File: config.mk
export PLATFORM = sky130hd
export DESIGN_NAME = ddrs_core
export DESIGN_NICKNAME = d
export VERILOG_FILES = /design/src/core/ddrs_pkg.sv /design/src/core/ddrs_lane_merge.sv /design/src/core/ddrs_core.sv
export SDC_FILE = /design/constraint.sdc
export NUM_CORES = 1
export LEC_CHECK = 0
export ABC_AREA = 1
export CORE_ASPECT_RATIO = 1.1
export CORE_MARGIN = 1
export CORE_UTILIZATION = 40
export CTS_BUF_LIST = sky130_fd_sc_hd__clkbuf_8
export DETAILED_ROUTE_END_ITERATION = 8
export DONT_BUFFER_PORTS = 1
export RECOVER_POWER = 50
export SLEW_MARGIN = 10
export SYNTH_ARGS = -nofsm -noshare
export SYNTH_HDL_FRONTEND = slang
export SYNTH_SLANG_ARGS = --single-unit
File: constraint.sdc
create_clock -name mclk -period 3.84 [get_ports mclk]
set_clock_uncertainty 0.1 [all_clocks]
set_input_delay 0.384 -clock mclk [delete_from_list [all_inputs] [get_ports mclk]]
set_output_delay 0.384 -clock mclk [all_outputs]
set_load 0.05 [all_outputs]
File: src/core/ddrs_pkg.sv
// shared constants, carriers and decode helpers for the burst-of-two sram core
package ddrs_pkg;

  // ----------------------------------------------------------------
  // widths and storage
  // ----------------------------------------------------------------
  localparam int DATA_W = 36;
  localparam int LANE_W = 9;
  localparam int LANES = 4;
  localparam int ADDR_W = 4;
  localparam int MEM_DEPTH = 32;
  localparam logic [DATA_W-1:0] DATA_RESET = 36'h0_0000_0000;

  // ----------------------------------------------------------------
  // timing
  // ----------------------------------------------------------------
  localparam int CLK_PERIOD_NS = 20;
  localparam int EVAL_PERIOD_NS = 20000;
  // longest spacing of impedance evaluations, so rounded down
  localparam logic [9:0] EVAL_CYCLES = 10'(EVAL_PERIOD_NS / CLK_PERIOD_NS);
  localparam logic [9:0] EVAL_CNT_RESET = 10'h000;
  localparam logic [9:0] EVAL_CNT_ONE = 10'h001;

  // ----------------------------------------------------------------
  // termination
  // ----------------------------------------------------------------
  localparam logic [3:0] TERM_RATIO_STRONG = 4'h3;
  localparam logic [3:0] TERM_RATIO_WEAK = 4'h6;
  localparam logic [9:0] RES_MIN_OHMS = 10'h0AF;
  localparam logic [9:0] RES_MAX_STRONG_OHMS = 10'h15E;
  localparam logic [9:0] RES_MAX_WEAK_OHMS = 10'h0FA;
  localparam logic [5:0] TERM_CODE_RESET = 6'h20;
  localparam logic [5:0] TERM_CODE_MAX = 6'h3F;
  localparam logic [5:0] TERM_CODE_MIN = 6'h00;
  localparam logic [5:0] TERM_CODE_STEP = 6'h01;

  // ----------------------------------------------------------------
  // types
  // ----------------------------------------------------------------
  typedef enum logic [0:0] {
    PH_K_RISE = 1'b0,
    PH_KN_RISE = 1'b1
  } ddrs_phase_t;

  typedef struct packed {
    logic loadStrobe_n;
    logic readSel;
    logic [ADDR_W-1:0] addr;
  } ddrs_cmd_t;

  typedef struct packed {
    logic valid;
    logic readOp;
    logic [ADDR_W-1:0] addr;
  } ddrs_slot_t;

  localparam ddrs_slot_t SLOT_IDLE = ddrs_slot_t'(6'h00);

  // command pins to pipeline slot; a high load strobe is a deselect
  function automatic ddrs_slot_t decodeSlot(input ddrs_cmd_t c);
    ddrs_slot_t s;
    s.valid = ~c.loadStrobe_n;
    s.readOp = c.readSel;
    s.addr = c.addr;
    return s;
  endfunction : decodeSlot

  function automatic logic isReadCmd(input ddrs_cmd_t c);
    return ~c.loadStrobe_n & c.readSel;
  endfunction : isReadCmd

endpackage : ddrs_pkg

File: src/core/ddrs_lane_merge.sv
// per-lane merge of incoming write data over the stored word
`timescale 1ns/10ps
module ddrs_lane_merge
  import ddrs_pkg::*;
(
  // words
  input wire logic [DATA_W-1:0] oldWord,
  input wire logic [DATA_W-1:0] newWord,
  // active-low lane strobes
  input wire logic [LANES-1:0] laneWriteStrobe_n,
  // result
  output logic [DATA_W-1:0] mergedWord
);

  // a high strobe keeps the stored lane untouched
  for (genvar g = 0; g < LANES; g++) begin : gLane
    assign mergedWord[g*LANE_W +: LANE_W] =
      laneWriteStrobe_n[g] ? oldWord[g*LANE_W +: LANE_W] : newWord[g*LANE_W +: LANE_W];
  end

endmodule : ddrs_lane_merge

File: src/core/ddrs_core.sv
// burst-of-two common-io ddr sram core: command pipe, byte writes, termination control
// Function
// - input termination is always enabled
// - select low gives strong 0.3 termination
// - select high gives weak 0.6 termination
// - unconnected select reads high, weak range
// - periodic one-step termination impedance recalibration
// - select low, drivers off after idle/write
// - select high, drivers off equally
// - lane stored both beats when strobed twice
// - lane stored first beat only
// - lane stored second beat only
// - no strobes means write aborted
// - four strobes gate four nine-bit lanes
// - read beats base then base plus one
// - load high loads nothing, deselect after bursts
// - command sampled on k; select high reads
// - high strobe leaves lane undisturbed
`timescale 1ns/10ps
module ddrs_core
  import ddrs_pkg::*;
(
  // clock and reset
  input wire logic mclk,
  input wire logic nrst,
  // command pins, sampled on k rising
  input wire ddrs_cmd_t cmdIn,
  // data pins
  input wire logic [DATA_W-1:0] dqIn,
  input wire logic [LANES-1:0] byteWriteStrobe_n,
  output logic [DATA_W-1:0] dqOut,
  output logic dqOe_n,
  // clock phase, high on the k-bar half
  output logic kBarPhase,
  // termination control
  input wire logic terminationRangeSelect,
  input wire logic terminationRangeSelectDriven,
  input wire logic [9:0] impedanceSetResistorOhms,
  input wire logic impedanceTooHigh,
  input wire logic impedanceTooLow,
  output logic termEnable,
  output logic termStrong,
  output logic [3:0] termRatioTenths,
  output logic termRangeOk,
  output logic [5:0] termCode
);

  // ----------------------------------------------------------------
  // half-cycle phase
  // ----------------------------------------------------------------
  ddrs_phase_t phase_q;
  ddrs_phase_t phase_d;
  logic kRise;

  // each k cycle is two mclk edges: k rising then k-bar rising
  assign phase_d = (phase_q == PH_K_RISE) ? PH_KN_RISE : PH_K_RISE;
  assign kRise = (phase_q == PH_K_RISE);

  always_ff @(posedge mclk) begin
    if (!nrst) begin
      phase_q <= PH_K_RISE;
    end else begin
      phase_q <= phase_d;
    end
  end

  // ----------------------------------------------------------------
  // command pipeline
  // ----------------------------------------------------------------
  ddrs_slot_t s1_q;
  ddrs_slot_t s2_q;

  always_ff @(posedge mclk) begin
    if (!nrst) begin
      s1_q <= SLOT_IDLE;
      s2_q <= SLOT_IDLE;
    end else if (kRise) begin
      s1_q <= decodeSlot(cmdIn);
      s2_q <= s1_q;
    end
  end

  // ----------------------------------------------------------------
  // late write capture and commit
  // ----------------------------------------------------------------
  logic [DATA_W-1:0] wbData_q;
  logic [LANES-1:0] wbStrobe_q;
  logic commit;
  logic [DATA_W-1:0] mem_q [MEM_DEPTH];
  logic [DATA_W-1:0] newBeat [2];
  logic [LANES-1:0] strobeBeat [2];
  logic [DATA_W-1:0] oldBeat [2];
  logic [DATA_W-1:0] mergedBeat [2];

  // first beat and its strobes on the k edge after the command
  always_ff @(posedge mclk) begin
    if (!nrst) begin
      wbData_q <= DATA_RESET;
      wbStrobe_q <= '1;
    end else if (kRise && s1_q.valid && !s1_q.readOp) begin
      wbData_q <= dqIn;
      wbStrobe_q <= byteWriteStrobe_n;
    end
  end

  // second beat arrives on k-bar; both beats land together then
  assign commit = !kRise && s2_q.valid && !s2_q.readOp;
  assign newBeat[0] = wbData_q;
  assign newBeat[1] = dqIn;
  assign strobeBeat[0] = wbStrobe_q;
  assign strobeBeat[1] = byteWriteStrobe_n;

  // each beat masked by its own strobes
  for (genvar b = 0; b < 2; b++) begin : gBeat
    assign oldBeat[b] = mem_q[{s2_q.addr, 1'(b)}];
    ddrs_lane_merge uMerge (
      .oldWord(oldBeat[b]),
      .newWord(newBeat[b]),
      .laneWriteStrobe_n(strobeBeat[b]),
      .mergedWord(mergedBeat[b])
    );
  end

  // all-high strobes rewrite the old word unchanged
  always_ff @(posedge mclk) begin
    if (commit) begin
      mem_q[{s2_q.addr, 1'b0}] <= mergedBeat[0];
      mem_q[{s2_q.addr, 1'b1}] <= mergedBeat[1];
    end
  end

  // ----------------------------------------------------------------
  // read data and driver enable
  // ----------------------------------------------------------------
  logic [DATA_W-1:0] dqOut_q;
  logic dqOe_n_q;
  logic kBarPhase_q;
  logic [ADDR_W-1:0] rdAddr_q;

  // two k cycles of latency, base word then base plus one
  // idle and write slots release the pins for a whole k cycle
  always_ff @(posedge mclk) begin
    if (!nrst) begin
      dqOut_q <= DATA_RESET;
      dqOe_n_q <= 1'b1;
      rdAddr_q <= '0;
    end else if (kRise) begin
      dqOe_n_q <= !(s2_q.valid && s2_q.readOp);
      dqOut_q <= (s2_q.valid && s2_q.readOp) ? mem_q[{s2_q.addr, 1'b0}] : DATA_RESET;
      // stage two moves on at this edge, so keep the burst address for beat two
      rdAddr_q <= s2_q.addr;
    end else if (!dqOe_n_q) begin
      dqOut_q <= mem_q[{rdAddr_q, 1'b1}];
    end
  end

  // phase flag lets the controller align to k
  always_ff @(posedge mclk) begin
    if (!nrst) begin
      kBarPhase_q <= 1'b0;
    end else begin
      kBarPhase_q <= kRise;
    end
  end

  // ----------------------------------------------------------------
  // termination range and calibration
  // ----------------------------------------------------------------
  logic selEff;
  logic termEnable_q;
  logic termStrong_q;
  logic [3:0] termRatio_q;
  logic termRangeOk_q;
  logic [5:0] termCode_q;
  logic [9:0] evalCnt_q;
  logic evalTick;

  // the pad pull-up makes a floating select read as weak
  assign selEff = terminationRangeSelectDriven ? terminationRangeSelect : 1'b1;

  // enable stays on even in reset; range follows select
  always_ff @(posedge mclk) begin
    if (!nrst) begin
      termEnable_q <= 1'b1;
      termStrong_q <= 1'b0;
      termRatio_q <= TERM_RATIO_WEAK;
      termRangeOk_q <= 1'b0;
    end else begin
      termEnable_q <= 1'b1;
      termStrong_q <= !selEff;
      termRatio_q <= selEff ? TERM_RATIO_WEAK : TERM_RATIO_STRONG;
      termRangeOk_q <= (impedanceSetResistorOhms >= RES_MIN_OHMS) &&
        (impedanceSetResistorOhms <= (selEff ? RES_MAX_WEAK_OHMS : RES_MAX_STRONG_OHMS));
    end
  end

  assign evalTick = (evalCnt_q == EVAL_CNT_RESET);

  // evaluation timer reloads after each tick
  always_ff @(posedge mclk) begin
    if (!nrst) begin
      evalCnt_q <= EVAL_CYCLES - EVAL_CNT_ONE;
    end else if (evalTick) begin
      evalCnt_q <= EVAL_CYCLES - EVAL_CNT_ONE;
    end else begin
      evalCnt_q <= evalCnt_q - EVAL_CNT_ONE;
    end
  end

  // one step per evaluation, so a noisy comparator cannot slam the code
  always_ff @(posedge mclk) begin
    if (!nrst) begin
      termCode_q <= TERM_CODE_RESET;
    end else if (evalTick && impedanceTooHigh && termCode_q != TERM_CODE_MAX) begin
      termCode_q <= termCode_q + TERM_CODE_STEP;
    end else if (evalTick && impedanceTooLow && !impedanceTooHigh && termCode_q != TERM_CODE_MIN) begin
      termCode_q <= termCode_q - TERM_CODE_STEP;
    end
  end

  assign dqOut = dqOut_q;
  assign dqOe_n = dqOe_n_q;
  assign kBarPhase = kBarPhase_q;
  assign termEnable = termEnable_q;
  assign termStrong = termStrong_q;
  assign termRatioTenths = termRatio_q;
  assign termRangeOk = termRangeOk_q;
  assign termCode = termCode_q;

  // ----------------------------------------------------------------
  // checks
  // ----------------------------------------------------------------
  logic chkValid_q;
  logic [ADDR_W-1:0] chkAddr_q;
  logic [DATA_W-1:0] chkNew_q [2];
  logic [DATA_W-1:0] chkOld_q [2];
  logic [LANES-1:0] chkStrobe_q [2];

  // snapshot of each commit for the storage checks
  always_ff @(posedge mclk) begin
    chkValid_q <= nrst && commit;
    if (commit) begin
      chkAddr_q <= s2_q.addr;
      chkNew_q <= newBeat;
      chkOld_q <= oldBeat;
      chkStrobe_q <= strobeBeat;
    end
  end

  for (genvar b = 0; b < 2; b++) begin : gChkBeat
    for (genvar g = 0; g < LANES; g++) begin : gChkLane
      lane_store_a: assert property (@(posedge mclk) disable iff (!nrst)
        chkValid_q |-> mem_q[{chkAddr_q, 1'(b)}][g*LANE_W +: LANE_W] == (chkStrobe_q[b][g] ?
          chkOld_q[b][g*LANE_W +: LANE_W] : chkNew_q[b][g*LANE_W +: LANE_W]))
        else $error("byte lane stored wrongly");
    end
  end

  write_abort_a: assert property (@(posedge mclk) disable iff (!nrst)
    chkValid_q && (&chkStrobe_q[0]) && (&chkStrobe_q[1]) |->
      mem_q[{chkAddr_q, 1'b0}] == chkOld_q[0] && mem_q[{chkAddr_q, 1'b1}] == chkOld_q[1])
    else $error("aborted write changed memory");

  read_drive_a: assert property (@(posedge mclk) disable iff (!nrst)
    kRise && isReadCmd(cmdIn) |-> ##5 (!dqOe_n_q) ##1 (!dqOe_n_q))
    else $error("read burst not driven two k cycles later");

  read_beat0_a: assert property (@(posedge mclk) disable iff (!nrst)
    kRise && s2_q.valid && s2_q.readOp |=> dqOut_q == mem_q[{$past(s2_q.addr), 1'b0}])
    else $error("first read beat not from base address");

  read_beat1_a: assert property (@(posedge mclk) disable iff (!nrst)
    !kRise && !dqOe_n_q |=> dqOut_q == $past(mem_q[{rdAddr_q, 1'b1}]))
    else $error("second read beat not from base plus one");

  pins_release_a: assert property (@(posedge mclk) disable iff (!nrst)
    kRise && !isReadCmd(cmdIn) |-> ##5 dqOe_n_q ##1 dqOe_n_q)
    else $error("drivers not off after idle or write");

  back_to_back_a: assert property (@(posedge mclk) disable iff (!nrst)
    kRise && isReadCmd(cmdIn) ##2 isReadCmd(cmdIn) |-> ##3 (!dqOe_n_q) [*4])
    else $error("back to back reads left a gap");

  term_always_a: assert property (@(posedge mclk) disable iff (!nrst)
    termEnable_q && $stable(termEnable_q))
    else $error("termination dropped");

  strong_range_a: assert property (@(posedge mclk) disable iff (!nrst)
    !selEff |=> termStrong_q && termRatio_q == TERM_RATIO_STRONG)
    else $error("strong termination not applied");

  weak_range_a: assert property (@(posedge mclk) disable iff (!nrst)
    selEff |=> !termStrong_q && termRatio_q == TERM_RATIO_WEAK)
    else $error("weak termination not applied");

  pull_default_a: assert property (@(posedge mclk) disable iff (!nrst)
    !terminationRangeSelectDriven |=> !termStrong_q)
    else $error("floating select did not pick weak range");

  code_step_a: assert property (@(posedge mclk) disable iff (!nrst)
    !evalTick |=> $stable(termCode_q))
    else $error("termination code moved between evaluations");

  eval_space_a: assert property (@(posedge mclk) disable iff (!nrst)
    evalTick |=> (!evalTick) [*8])
    else $error("evaluations too close");

endmodule : ddrs_core

==> summary.md, run 1 <==
| Metric | Value |
|---|---|
| Net Switching | 7.40 mW |
| Final net count | 5553 |
| Post-Syn Area | 0.0542 mm2 |
| Post-synthesis sequential area ratio | 68.2% |
| Unrepaired setup endpoints after global routing | false |
| Synth warn | 0 |
| Arrival time of the worst setup path | 4.32 ns |
| Synth cell count leaders | nand2_1, edfxtp_1, nand3_1 |
| WP data required | 4.52 ns |
| Critical path type | reg -> reg |
| Die width | 353 um |
| Status | finished, violations left |
| Setup tns final | 0 ns |
| Synth area leader | edfxtp_1 |
| Synthesized flop and latch total | 1273 |
| Count of cell types in the netlist | 33 |
| Initial antenna violation count | 20 |
| Vias in the first global route | 35000 |
| Synth top area share | 63.8% |
| Synth Instances | 5380 |
| Clk sinks | 1273 |
| Routed WL | 146000 um |
| Comb power frac | 9.0% |
| Relative slew margins | -19.5% |
| Endpoints failing setup | 0 |
| Critical path peak fanout | 10 |
| # fillers | 12600 |
| Vias | 37200 |
| Routability cong. | 0.800 |
| DR vias/cell | 5.00 |
| H-tree lvl count | 4 |
| Most common flop cell mapped by yosys | edfxtp_1 |
| Worst-Skew Late Latency | 0.91 ns |
| Hold Crit Class | in -> reg |
| Internal | 21.6 mW |
| Max IR drop VDD | 0.397 mV |
| CTS buffer count | 198 |
| Post-synth ARST share | 0% |
| WL/cell | 19.6 um |
| Chip Height | 388 um |
| Flop pwr share | 54.4% |
| Layout cell share with drive strength beyond 1 | 6.90% |
| Pleak | 25.1 nW |
| Port bufs | 0 |
| Initial DRT Pass Iterations | 6 |
| Initial Utilization | 40.4% |
| Worst setup SP type | register |
| Post-synth EDFFs | 1152 |
| Period minus WS final | 3.64 ns |
| GR Overflow Total | 0 |
| Top-count cell post-synth | nand2_1 |
| Post-Place Cells | 7000 |
| DRC | 0 |
| CP endpoint kind | register |
| Core box area | 0.134 mm2 |
| Slew Limit Fails | 184 |
| First-pass GRT wire length | 220000 um |
| Fmax | 275 MHz |
| Final period util | 94.8% |
| Total I/O pin count | 113 |
| Hpwl dp | 82600 um |
| Layout area overhead | 11.7% |
| Max Buffers Root-to-Sink | 3 |
| CTS tree | yes |
| Area contributors post-synth | edfxtp_1, nand2_1, nand3_1, inv_1, dfxtp_1 |
| Row Count | 141 |
| Post-Route Utilization | 45.1% |
| Root buf cell | clkbuf_8 |
| Failing checks | max-capacitance violations, max-slew violations |
| PwrDens | 478 mW/mm2 |
| Final cell count without fillers | 7440 |
| Switching share of power | 25.5% |
| DR iter-0 viols | 3309 |
| Die area | 0.137 mm2 |
| Power Total | 29.0 mW |
| Clock-pin slew on the worst setup and hold paths | 0.06 ns |
| Final hold viol count | 0 |
| Avg Cell Area, Syn | 10.1 um2 |
| Antenna Nets Post-Route | 0 |
| Tot GR Track Use | 21.1% |
| Clock Power Share | 36.6% |
| Pin count of the biggest net entering global routing | 131 |
| Slew @ Worst Pin | 1.79 ns |
| Max_cap viols | 5 |
==> power groups by stage <==
stage          Clock (mW)  Combinational, mW  Sequential, mW
4_1_cts              10.9               2.59            15.8
3_3_place_gp            0               2.36            16.1
6_report             10.6               2.61            15.8
3_5_place_dp            0               2.40            16.1
2_1_floorplan           0               1.67            16.0
5_1_grt              11.4               2.90            15.8
==> worst max-delay path, stage by stage (launching register included) <==
cell	delay (ns)
dfxtp_1	0.32
inv_1	0.09
ha_1	0.15
nand3_1	0.12
nor3_4	0.32
nand2_4	0.14
ha_1	0.36
nand2_1	0.10
nor2_1	0.04
nand2_1	0.05
o211ai_1	0.10
or2_2	0.32
nand3_1	0.07
dlygate4sd3_1	0.56
nand3_1	0.09
dlygate4sd3_1	0.59
==> layout by cell type, fill, tap and decap left out, types with 56 or more instances in the layout <==
cell type,count
a21oi_1,56
edfxtp_1,1152
inv_1,786
dfxtp_1,111
o21ai_0,123
clkbuf_8,221
nand2_1,1836
dlygate4sd3_1,62
nor2_1,260
nand3_1,765
buf_4,80
==> cell families (layout without fill, tap and decap cells) <==
group | count (synthesis) | count (layout) | share of synthesized area, %
simple gates | 2893 | 2893 | 21.9
flops | 1273 | 1273 | 68.2
buf+inv | 992 | 1252 | 7.60
compound gates | 204 | 204 | 1.95
fa+ha+maj | 11 | 11 | 0.268
xor+xnor | 5 | 5 | 0.0807
other cells | 2 | 15 | 0.0138
==> metrics by stage <==
stage	area (um2)	hold WS, ns	setup WS, ns
after floorplan	54300	0.279	-0.343
after CTS	60700	0.0371	0.0157
final	60600	0.121	0.201
after global routing	60600	0.112	0.0324
after global placement	56400	0.294	0.810
after detailed placement	56400	0.298	0.882
==> cell type report <==
cell class / count / area [um2] / share of cell area [%]
Timing Repair Buffer: 190 / 1750 / 2.89
Antenna cell: 12 / 30.0 / 0.0496
Clock buffer: 221 / 3040 / 5.02
Multi-Input combinational cell: 3116 / 13200 / 21.8
Sequential cell: 1273 / 37000 / 61.1
Inverter: 701 / 2660 / 4.38
Tap cell: 1787 / 2240 / 3.69
Clock inverter: 140 / 629 / 1.04
==> per-layer routing <==
| metal | vias to the layer above | track usage, % | wire [um] | share of wire (%) |
|---|---|---|---|---|
| li1 | 17700 | - | - | - |
| met4 | 18 | 6.30 | 3250 | 2.2 |
| met3 | 245 | 4.35 | 11600 | 7.9 |
| met5 | - | 0 | 114 | 0.078 |
| met1 | 17800 | 28.9 | 62600 | 43 |
| met2 | 1355 | 33.8 | 68300 | 47 |
==> final timing paths <==
kind,start,to,slack (ns),depth (start not counted)
setup / recovery,evalCnt_q[0],termCode[5],0.20,15
hold / removal,nrst,s1_q[5],0.12,3
setup reg to reg,evalCnt_q[0],termCode[5],0.20,15
hold reg to reg,evalCnt_q[0],evalCnt_q[0],0.31,1
==> flip-flops by register name (all words and copies together) (netlist names), named ones only <==
name             cells
phase_q              1
evalCnt_q           10
wbData_q            36
mem_q             1152
s1_q                 6
termRangeOk          1
termCode             6
wbStrobe_q           4
dqOut               36
s2_q                 6
termRatioTenths      2
rdAddr_q             4
dqOe_n               1
==> what timing repair did <==
| action | 4_1_cts | 5_1_grt |
|---|---|---|
| gates resized for setup | 0 | 7 |
| setup endpoints to repair | 0 | 1 |
| hold buffers | 63 | 0 |
| buffers inserted | 0 | 3 |
| hold endpoints to repair | 1153 | 0 |
Note: power is estimated with default switching activity, not from simulation.
==> inputs of run 2 (changes only) <==
--- a/config.mk
+++ b/config.mk
@@ -12,6 +12,7 @@
 export CTS_BUF_LIST = sky130_fd_sc_hd__clkbuf_8
 export DETAILED_ROUTE_END_ITERATION = 8
 export DONT_BUFFER_PORTS = 1
+export PLACE_DENSITY_LB_ADDON = 0.25
 export RECOVER_POWER = 50
 export SLEW_MARGIN = 10
 export SYNTH_ARGS = -nofsm -noshare
==> summary.md, run 2 (synthesis results as in run 1) <==
| Metric | Value |
|---|---|
| Worst setup SP type | input port |
| Most used cell, CP | inv_1 |
| Initial Utilization | 40.4% (unchanged) |
| Slew Limit Fails | 262 (+42%) |
| R2r worst-path depth | 6 (-9) |
| Chip Height | 388 um (unchanged) |
| Setup tns final | 0 ns (unchanged) |
| CTS buffer count | 197 (-0.51%) |
| Port bufs | 0 (unchanged) |
| Hold Crit Class | in -> reg |
| CP endpoint kind | register |
| Crit path largest cell delay | 2.11 ns (+1.52 ns) |
| CTS tree | yes |
| R2r setup slk | 0.24 ns (+0.04 ns) |
| Relative slew margins | -98.6% (-79 points) |
| Worst-Skew Late Latency | 0.94 ns (+0.03 ns) |
| Antenna Nets Post-Route | 0 (unchanged) |
| Post-CTS setup buffers | 0 (unchanged) |
| Pin count of the biggest net entering global routing | 183 (+40%) |
| DRC | 0 (unchanged) |
| Total I/O pin count | 113 (unchanged) |
| Power Total | 29.3 mW (+1.1%) |
| Register with the most flip-flops | mem_q |
| Final hold viol count | 0 (unchanged) |
| Fmax | 278 MHz (+1.1%) |
| Routed WL | 147000 um (+0.52%) |
| Layout cell share with drive strength beyond 1 | 6.80% (-0.096 points) |
| Slew @ Worst Pin | 2.98 ns (+1.19 ns) |
| Failing checks | max-capacitance violations, max-slew violations |
| Endpoints failing setup | 0 (unchanged) |
| WL/cell | 19.7 um (+0.71%) |
| Period minus WS final | 3.60 ns (-0.0387 ns) |
| Routability cong. | 0.810 (+1.3%) |
| Commonest non-fill, non-tap cell in the layout | nand2_1 |
| Hold_sp | byteWriteStrobe_n[1] |
| Final net count | 5541 (-0.22%) |
| Die width | 353 um (unchanged) |
| Vias | 36900 (-0.68%) |
| Status | finished, violations left |
| GR Overflow Total | 0 (unchanged) |
| Critical path type | in -> reg |
| RR Endpoint | mem_q[6][4] |
| DR vias/cell | 4.97 (-0.49%) |
| Core box area | 0.134 mm2 (unchanged) |
| Slowest cell on the critical path | clkbuf_1 |
| DR iter-0 viols | 3187 (-3.7%) |
| H-tree lvl count | 4 (unchanged) |
| Final period util | 93.8% (-1.0 points) |
| Vias in the first global route | 35300 (+0.77%) |
| WP data required | 4.54 ns (+0.02 ns) |
| Pleak | 25.0 nW (-0.67%) |
| Initial DRT Pass Iterations | 5 (-1) |
| First-pass GRT wire length | 220000 um (+0.23%) |
| Hpwl dp | 81700 um (-1.0%) |
| Root buf cell | clkbuf_8 |
| Most frequent cells in the layout | nand2_1, edfxtp_1, nand3_1 |
| Worst hold stages | 3 (unchanged) |
| Die area | 0.137 mm2 (unchanged) |
| Initial antenna violation count | 16 (-20%) |
| Tot GR Track Use | 21.3% (+0.12 points) |
| Arrival time of the worst setup path | 4.30 ns (-0.02 ns) |
| Max IR drop VDD | 0.459 mV (+16%) |
| Hold EP | wbStrobe_q[1] |
| Max reg flops | 1152 (unchanged) |
| PwrDens | 484 mW/mm2 (+1.3%) |
| Row Count | 141 (unchanged) |
| Clock-pin slew on the worst setup and hold paths | 0.06 ns (about the same) |
| Crit-path cells | dlygate4sd3_1 > buf_16 > inv_1 > clkbuf_1 > nor2_1 > nand2_1 > inv_1 |
| Hold-fix buffers, CTS | 62 (-1.6%) |
| Layout area overhead | 11.6% |
| Cts repair resizes | 0 (unchanged) |
| Max Buffers Root-to-Sink | 3 (unchanged) |
| Unrepaired setup endpoints after global routing | false |
| Critical path peak fanout | 61 (+51) |
| Clk sinks | 1273 (unchanged) |
| Reg-to-reg startpoint | phase_q |
| Max_cap viols | 7 (+2) |
## run 2: cell count changes in the layout (fill, tap and decap cells not counted), sizes merged, moves of 5 or more
cell / change
clkbuf: -11
inv: -19
buf: -14
diode: -5
bufinv: +6
clkinvlp: +6
clkinv: +24
## run 2: how the worst max path moves through the flow
stage | startpoint | end | slack [ns] | cells past startpoint
2_1_floorplan | phase_q | mem_q[11][0] | -0.34 | 9
3_3_place_gp | register | mem_q[12][4] | 0.94 | 8
3_5_place_dp | register | mem_q[16][10] | 0.90 | 9
4_1_cts | termCode[0] | termCode[5] | 0.42 | 13
5_1_grt | register | mem_q[0][26] | 0.05 | 7
6_report | nrst | dqOut[19] | 0.24 | 7
## run 2: metal layers
metal  global-route usage, %  share of wire, %  vias to the layer above
met5                       0             0.078                        -
met4                    6.32               2.4                       16
met3                    4.27               7.4                      258
met2                    33.8                46                     1265
met1                    29.3                44                    17700
li1                        -                 -                    17700
## run 2: final cells by class
| cell class | count | area (um2) |
|---|---|---|
| inverters | 701 | 2660 |
| well taps | 1787 | 2240 |
| multi-input cells | 3116 | 13200 |
| clock inverters | 157 | 917 |
| fillers | 12600 | 73900 |
| flip-flops and latches | 1273 | 37000 |
| clock buffers | 206 | 2840 |
| diodes | 7 | 17.5 |
| repair buffers | 179 | 1600 |
## run 2: report_power, final
part / internal [mW] / switching [mW]
Combinational: 0.700 / 1.91
Clock: 5.53 / 5.41
Sequential: 15.5 / 0.264
## run 2: worst max-delay path: cells and delay by family
kind | cells | cell delay (ns)
buf+inv | 5 | 3.43
simple gates | 2 | 0.35
## run 2: through the flow
step                instance area, um2  hold slack, ns  util, %  std cells  worst slack [ns]
global route                     60500           0.143     45.0       7424            0.0471
floorplan                        54300           0.279        -       5381            -0.343
global placement                 56300           0.293     41.9       6994             0.935
finish                           60500           0.173     45.0       7426             0.240
detailed placement               56300           0.294     41.9       6994             0.904
CTS                              60700          0.0611     45.1       7419             0.423
